### config.mk
export PLATFORM = sky130hd
export DESIGN_NAME = adst_timer
export DESIGN_NICKNAME = d
export VERILOG_FILES = /design/src/pkg/adst_pkg.sv /design/src/design/adst_timer.sv
export VERILOG_INCLUDE_DIRS = /design/src /design/src/pkg
export SDC_FILE = /design/constraint.sdc
export NUM_CORES = 1
export LEC_CHECK = 0
export ABC_AREA = 0
export BUFFER_PORTS_ARGS = -buffer_cell sky130_fd_sc_hd__buf_2
export CORE_MARGIN = 10
export CORE_UTILIZATION = 55
export CTS_BUF_LIST = sky130_fd_sc_hd__clkbuf_8
export CTS_CLUSTER_DIAMETER = 80
export CTS_CLUSTER_SIZE = 20
export DETAILED_ROUTE_END_ITERATION = 8
export PLACE_DENSITY = 0.84
export RECOVER_POWER = 100
export SYNTH_ARGS = -nofsm -noshare
export SYNTH_HDL_FRONTEND = slang
export SYNTH_SLANG_ARGS = --single-unit
export TNS_END_PERCENT = 50
### constraint.sdc
create_clock -name sys_clk -period 3.3 [get_ports sys_clk]
set_input_delay 0.165 -clock sys_clk [delete_from_list [all_inputs] [get_ports sys_clk]]
set_output_delay 0.165 -clock sys_clk [all_outputs]
set_load 0.05 [all_outputs]
### src/pkg/adst_cfg.svh
`ifndef ADST_CFG_SVH
`define ADST_CFG_SVH
// oscillator input to system clock ratio: 250 MHz / 16 MHz is not whole,
// so the oscillator input is a pin sampled and edge detected
`define ADST_SMP_W 3
`define ADST_CONVERT_COUNT_FIELD_W 5
`define ADST_SMP_MUL 4'h8
`define ADST_SMP_ADD 7'h02
`define ADST_CONVERT_COUNT_FIELD_ADD 10'h003
`define ADST_CONVERT_COUNT_FIELD_INC 10'h001
`define ADST_CONVERT_COUNT_FIELD_MUL 10'h002
`define ADST_BITS_LO 4'h8
`define ADST_BITS_HI 4'ha
`define ADST_SMP_MIN 3'h1
`define ADST_SMP_MAX 3'h7
`define ADST_CONVERT_COUNT_FIELD_MIN 5'h02
`define ADST_CONVERT_COUNT_FIELD_MAX 5'h1f
`define ADST_CNT_W 10
`define ADST_CNT_STEP 10'h001
`define ADST_CNT_LAST 10'h001
`endif

### src/pkg/adst_pkg.sv
package adst_pkg;
   typedef enum logic [1:0] {ADST_IDLE, ADST_SAMPLE, ADST_CONVERT} adst_state_t;
endpackage

### src/design/adst_timer.sv
`timescale 1ns/1ps
`include "adst_cfg.svh"
module adst_timer
   import adst_pkg::*;
(
   // clock and reset
   input wire logic sys_clk,
   input wire logic rstn,
   // oscillator pin, counted in its rising edges
   input wire logic oscillatorInput,
   // timing fields and control from software
   input wire logic [`ADST_SMP_W-1:0] sampleCountField,
   input wire logic [`ADST_CONVERT_COUNT_FIELD_W-1:0] convertCountField,
   input wire logic tenBitMode,
   input wire logic startConv,
   // analog side
   output logic sampleSwitch,
   output logic converting,
   output logic convDone,
   output logic rangeError
);
   adst_state_t state;
   adst_state_t next_state;
   logic oscMeta;
   logic oscSync;
   logic oscLast;
   logic [`ADST_CNT_W-1:0] count;
   logic [`ADST_CNT_W-1:0] next_count;
   logic [`ADST_SMP_W-1:0] smpLatch;
   logic [`ADST_CONVERT_COUNT_FIELD_W-1:0] convLatch;
   logic bitsLatch;

   // oscillator edge detect after two flops
   wire oscTick = oscSync & ~oscLast;
   wire [3:0] bitCount = bitsLatch ? `ADST_BITS_HI : `ADST_BITS_LO;
   // sample length of the latched field, in oscillator periods
   wire [`ADST_CNT_W-1:0] sampleLen =
      `ADST_CNT_W'(smpLatch * `ADST_SMP_MUL + `ADST_SMP_ADD);
   // sample length of the field being started, loaded on the same edge as the latch
   wire [`ADST_CNT_W-1:0] startLen =
      `ADST_CNT_W'(sampleCountField * `ADST_SMP_MUL + `ADST_SMP_ADD);
   // conversion length in oscillator periods
   wire [`ADST_CNT_W-1:0] convLen = `ADST_CNT_W'(
      (`ADST_CNT_W'(convLatch) + `ADST_CONVERT_COUNT_FIELD_INC) * `ADST_CONVERT_COUNT_FIELD_MUL
      * `ADST_CNT_W'(bitCount) + `ADST_CONVERT_COUNT_FIELD_ADD);
   wire lastTick = oscTick && (count == `ADST_CNT_LAST);
   // out-of-range fields are flagged, not corrected
   wire badFields = (sampleCountField < `ADST_SMP_MIN) ||
      (convertCountField < `ADST_CONVERT_COUNT_FIELD_MIN);

   // pin synchroniser
   // only the second flop reads the first; the third feeds the edge detect
   always_ff @(posedge sys_clk or negedge rstn)
   begin
      if (!rstn)
      begin
         oscMeta <= 1'b0;
         oscSync <= 1'b0;
         oscLast <= 1'b0;
      end
      else
      begin
         oscMeta <= oscillatorInput;
         oscSync <= oscMeta;
         oscLast <= oscSync;
      end
   end

   // next state and count
   // a start while busy is dropped with no indication
   always_comb
   begin
      next_state = state;
      next_count = count;
      case (state)
         ADST_IDLE:
            if (startConv)
            begin
               next_state = ADST_SAMPLE;
               next_count = startLen;
            end
         ADST_SAMPLE:
            if (lastTick)
            begin
               next_state = ADST_CONVERT;
               next_count = convLen;
            end
            else if (oscTick)
               next_count = count - `ADST_CNT_STEP;
         ADST_CONVERT:
            if (lastTick)
               next_state = ADST_IDLE;
            else if (oscTick)
               next_count = count - `ADST_CNT_STEP;
         default:
            next_state = ADST_IDLE;
      endcase
   end

   // state and count registers
   always_ff @(posedge sys_clk or negedge rstn)
   begin
      if (!rstn)
      begin
         state <= ADST_IDLE;
         count <= '0;
      end
      else
      begin
         state <= next_state;
         count <= next_count;
      end
   end

   // fields held for the whole conversion
   // so a late field change cannot stretch or cut a running phase
   always_ff @(posedge sys_clk or negedge rstn)
   begin
      if (!rstn)
      begin
         smpLatch <= `ADST_SMP_MIN;
         convLatch <= `ADST_CONVERT_COUNT_FIELD_MIN;
         bitsLatch <= 1'b0;
      end
      else if (state == ADST_IDLE && startConv)
      begin
         smpLatch <= sampleCountField;
         convLatch <= convertCountField;
         bitsLatch <= tenBitMode;
      end
   end

   // outputs
   always_ff @(posedge sys_clk or negedge rstn)
   begin
      if (!rstn)
      begin
         sampleSwitch <= 1'b0;
         converting <= 1'b0;
         convDone <= 1'b0;
         rangeError <= 1'b0;
      end
      else
      begin
         sampleSwitch <= (next_state == ADST_SAMPLE);
         converting <= (next_state == ADST_CONVERT);
         convDone <= (state == ADST_CONVERT) && lastTick;
         // flag reflects the fields of the latest accepted start
         if (state == ADST_IDLE && startConv)
            rangeError <= badFields;
      end
   end

   // switch closed only in sample phase
   switch_excl_a: assert property (
      @(posedge sys_clk) disable iff (!rstn)
      !(sampleSwitch && converting))
      else $error("sample switch closed while converting");
   // strobes follow the phase register
   phase_match_a: assert property (
      @(posedge sys_clk) disable iff (!rstn)
      sampleSwitch == (state == ADST_SAMPLE) &&
      converting == (state == ADST_CONVERT))
      else $error("phase strobes out of step");
   // conversion begins right after sampling
   convert_count_field_follows_a: assert property (
      @(posedge sys_clk) disable iff (!rstn)
      $fell(sampleSwitch) |-> converting)
      else $error("conversion did not follow sampling");
   // sample length reload
   sample_load_a: assert property (
      @(posedge sys_clk) disable iff (!rstn)
      (state == ADST_IDLE && startConv) |=> count == sampleLen)
      else $error("sample count loaded wrong");
   // conversion length reload
   convert_count_field_load_a: assert property (
      @(posedge sys_clk) disable iff (!rstn)
      (state == ADST_SAMPLE && lastTick) |=> count == convLen)
      else $error("conversion count loaded wrong");
   // busy phases never run on an empty count
   count_live_a: assert property (
      @(posedge sys_clk) disable iff (!rstn)
      (state != ADST_IDLE) |-> count != '0)
      else $error("count empty while busy");
   // done after conversion only
   done_pulse_a: assert property (
      @(posedge sys_clk) disable iff (!rstn)
      convDone |-> $past(converting) && !converting && !sampleSwitch)
      else $error("done pulse out of place");
   // done lasts one cycle
   done_single_a: assert property (
      @(posedge sys_clk) disable iff (!rstn)
      convDone |=> !convDone)
      else $error("done pulse longer than one cycle");
   // bit count taken at start
   bits_latch_a: assert property (
      @(posedge sys_clk) disable iff (!rstn)
      (state == ADST_IDLE && startConv) |=> bitsLatch == $past(tenBitMode))
      else $error("bit count not latched at start");
   // busy start leaves the latched fields alone
   busy_hold_a: assert property (
      @(posedge sys_clk) disable iff (!rstn)
      (state != ADST_IDLE && startConv) |=>
      $stable(smpLatch) && $stable(convLatch) && $stable(bitsLatch))
      else $error("fields changed during conversion");
   // count moves only on oscillator ticks while busy
   tick_step_a: assert property (
      @(posedge sys_clk) disable iff (!rstn)
      (state != ADST_IDLE && !oscTick) |=> $stable(count))
      else $error("count moved without tick");
   // range flag
   range_flag_a: assert property (
      @(posedge sys_clk) disable iff (!rstn)
      (state == ADST_IDLE && startConv) |=> rangeError == $past(badFields))
      else $error("range flag wrong");
endmodule

==> flow_metrics.env <==
export IMPL_antenna_found_initial=0
export IMPL_cts_root_buf="clkbuf_8"
export IMPL_ant_nets=0
export IMPL_final_setup_skew_ns=0.00382
export IMPL_via_per_inst=6.02
export IMPL_synth_top_cell_area_share=0.333
export IMPL_switching_power_mw=0.770
export IMPL_synth_seq_cells=25
export IMPL_drive_gt1_frac=0.160
export IMPL_placementRows=20
export IMPL_setup_viol=0
export IMPL_synth_area_sq_um=1800
export IMPL_grt_max_degree=26
export IMPL_finalCriticalPeriod_ns=3.15
export IMPL_tightest_slew_ns=1.35
export IMPL_maxSlewViolCount=0
export IMPL_synth_cell_types=50
export IMPL_post_drt_wl_per_cell_um=16.6
export IMPL_hold_viol_final=0
export IMPL_die_height_um=77.3
export IMPL_hp_class="input pin to flop"
export IMPL_max_stage_delay_ns=0.56
export IMPL_start_util=0.581
export IMPL_vias=1506
export IMPL_arrival_ns=3.32
export IMPL_crit_path_max_fanout=4
export IMPL_ctsHtreeMaxLevel=1
export IMPL_dieArea_sq_um=5970
export IMPL_clk_path_buf_depth=2
export IMPL_dpl_cell_count=244
export IMPL_grt_pass1_wl_um=7030
export IMPL_switching_share=0.457
export IMPL_cp_common_cell="ha_1"
export IMPL_largest_register_ffs=10
export IMPL_post_route_util=0.638
export IMPL_clock_sinks=25
export IMPL_peakVddDrop_uv=512
export IMPL_grt_pass1_vias=1514
export IMPL_first_iter_violations=107
export IMPL_track_usage=0.142
export IMPL_synth_top_area_cell="dfrtp_1"
export IMPL_ys_async_sr_fraction=1.00
export IMPL_io_pins=17
export IMPL_cts_buffers=3
export IMPL_fin_crit_sh=0.955
export IMPL_p_comb_frac=0.581
export IMPL_final_nets=240
export IMPL_clkTransAtPathRegs_ns=0.09
export IMPL_yosysSeqAreaShare=0.347
export IMPL_grt_ovfl_total=0
export IMPL_syn_nets=223
export IMPL_avgSynthCellArea_sq_um=9.50
export IMPL_synth_edf_count=0
export IMPL_crit_family="adder cells"
export IMPL_synth_warning_count=0
export IMPL_pwr_share_seq=0.311
export IMPL_clkPwrFrac=0.108
export IMPL_maxCapViolations=0
export IMPL_syn2layout_area_growth_pct=9.64
export IMPL_drt_wl_total_um=4140
export IMPL_relSlewSlack=0.0986
export IMPL_clk_latency_ns=0.27
export IMPL_drc=0
export IMPL_dp_hpwl_um=3140
export IMPL_whs_ns=0.115
export IMPL_io_buffers=16
export IMPL_crit_path_cell_trace="ha_1 > nand3_1 > xnor2_2 > and2_0 > ha_1 > ha_1 > ha_1 > fa_1 > xnor2_1 > nor2_1 > a2bb2oi_1 > nor3b_1 > a22o_1"
export IMPL_die_w_um=77.3
export IMPL_p_leak_nw=0.912
export IMPL_rsz0062_at_grt="false"
export IMPL_startpoint_type="flop"
export IMPL_status="finished clean"
export IMPL_n_antenna_cell=0
export IMPL_cp_slowest_cell="dfstp_2"
export IMPL_crit_path_end_kind="flop"
export IMPL_p_int_mw=0.915
export IMPL_critPathRequiredTime_ns=3.47
export IMPL_gp_congestion=0.864
export IMPL_p_per_area_nw_per_um2=851
export IMPL_cts_tree="done"
export IMPL_cp_num_buf_inv=0
export IMPL_crit_type="flop to flop"
export IMPL_fill_cells=261
export IMPL_final_cell_count_no_fill=250
export IMPL_reg_top3="count (10), convLatch (5), state (2)"
export IMPL_setup_tns_ns=0
export IMPL_fmax_ghz=0.317
export IMPL_synth_area_leaders="dfrtp_1 33%, ha_1 13%, mux2_2 3.7%"
export IMPL_coreArea_sq_um=3100
export IMPL_firstDrtPassIters=4
export IMPL_synthCells=190
export IMPL_ys_dominant_reg_cell="dfrtp_1"
export IMPL_largest_register="count"
-- final cells by class --
type                            instances  area, sq um  area share
Multi-Input combinational cell        148         1110       0.562
Inverter                                9         33.8      0.0171
Sequential cell                        25          627       0.317
Clock buffer                            3         41.3      0.0209
Clock inverter                          1         5.00     0.00253
Tap cell                               44         55.1      0.0278
Timing Repair Buffer                   20          105      0.0531
-- final timing paths --
check / from / to / slack (ns) / depth (start not counted)
max: convLatch[1]$_DFFE_PN1P_ / count[8]$_DFFE_PN0P_ / 0.15 / 13
min: tenBitMode / bitsLatch$_DFFE_PN0P_ / 0.12 / 2
max reg2reg: convLatch[1]$_DFFE_PN1P_ / count[8]$_DFFE_PN0P_ / 0.15 / 13
min reg2reg: oscMeta$_DFF_PN0_ / oscSync$_DFF_PN0_ / 0.38 / 0
max in group asynchronous: rstn / count[5]$_DFFE_PN0P_ / 1.79 / 2
min in group asynchronous: rstn / count[7]$_DFFE_PN0P_ / 0.72 / 2
-- power groups by stage --
stage                     clock, mW  sequential, mW  combinational [mW]
after floorplan                   0           0.528               0.726
after global placement            0           0.513               0.933
after detailed placement          0           0.522               0.965
after CTS                     0.192           0.517               0.975
after global routing          0.202           0.542                1.10
final                         0.183           0.523               0.978
-- worst register-to-register path: stages, from the launching register on --
cell       delay, ns
dfstp_2         0.56
ha_1            0.18
nand3_1         0.12
xnor2_2         0.18
and2_0          0.19
ha_1            0.28
ha_1            0.29
ha_1            0.23
fa_1            0.38
xnor2_1         0.19
nor2_1          0.05
a2bb2oi_1       0.14
nor3b_1         0.06
a22o_1          0.19
-- cells in the final DEF (no fill, tap or decap), types with 4 or more instances in the layout --
master / count
ha_1: 19
mux2_2: 6
o21ai_0: 9
dfrtp_1: 24
clkbuf_1: 6
nand3_1: 9
inv_1: 9
nor2_1: 10
nor4_1: 5
xnor2_1: 4
xor2_1: 4
nor3_1: 10
nand2_1: 13
buf_2: 11
or2_2: 4
-- per-stage QoR --
stage	total power, mW	worst slack [ns]	instance area, sq um
after CTS	1.68	0.0938	1980
after floorplan	1.25	0.409	1800
after global routing	1.84	0.0224	1980
final	1.68	0.149	1980
after detailed placement	1.49	0.168	1910
after global placement	1.45	0.338	1910
-- kinds of logic (layout without fill, tap and decap cells) --
| logic type | after synthesis | count (layout) | share of synthesized area |
|---|---|---|---|
| buffers and inverters | 17 | 33 | 0.0409 |
| AND/OR/NAND/NOR | 74 | 74 | 0.223 |
| XOR/XNOR | 10 | 10 | 0.0527 |
| adder cells (fa/ha/maj) | 20 | 20 | 0.143 |
| flip-flops | 25 | 25 | 0.347 |
| AO/OA/AOI/OAI | 35 | 35 | 0.139 |
| multiplexers | 9 | 9 | 0.0541 |
-- cells in the mapped netlist, types with 2 or more instances --
cell,n
ha_1,19
dfrtp_1,24
a221oi_2,2
or2_2,4
buf_2,5
nand3_1,9
a21oi_1,3
mux2i_1,3
xor2_1,4
o31ai_1,3
a22o_1,2
nor2b_1,3
nor4_1,5
nand2b_1,3
inv_1,9
xnor2_1,5
o21a_1,3
nor3_1,10
and2_1,5
nor3b_1,3
o21ai_0,9
mux2_2,6
clkbuf_1,2
nand2_1,13
nor2_1,10
a21o_1,2
-- repair_timing --
item	4_1_cts	5_1_grt
buffers inserted	0	0
gates resized for setup	0	1
hold buffers	2	0
hold endpoints to repair	25	0
setup endpoints to repair	0	1
-- layer usage --
layer | share of wire | GRT usage | up-vias
li1 | - | - | 721
met1 | 0.44 | 0.178 | 723
met2 | 0.48 | 0.230 | 55
met3 | 0.068 | 0.0280 | 7
met4 | 0.017 | 0.0584 | 0
met5 | 0 | 0 | -
No activity file was read; power rests on OpenSTA's default activity.
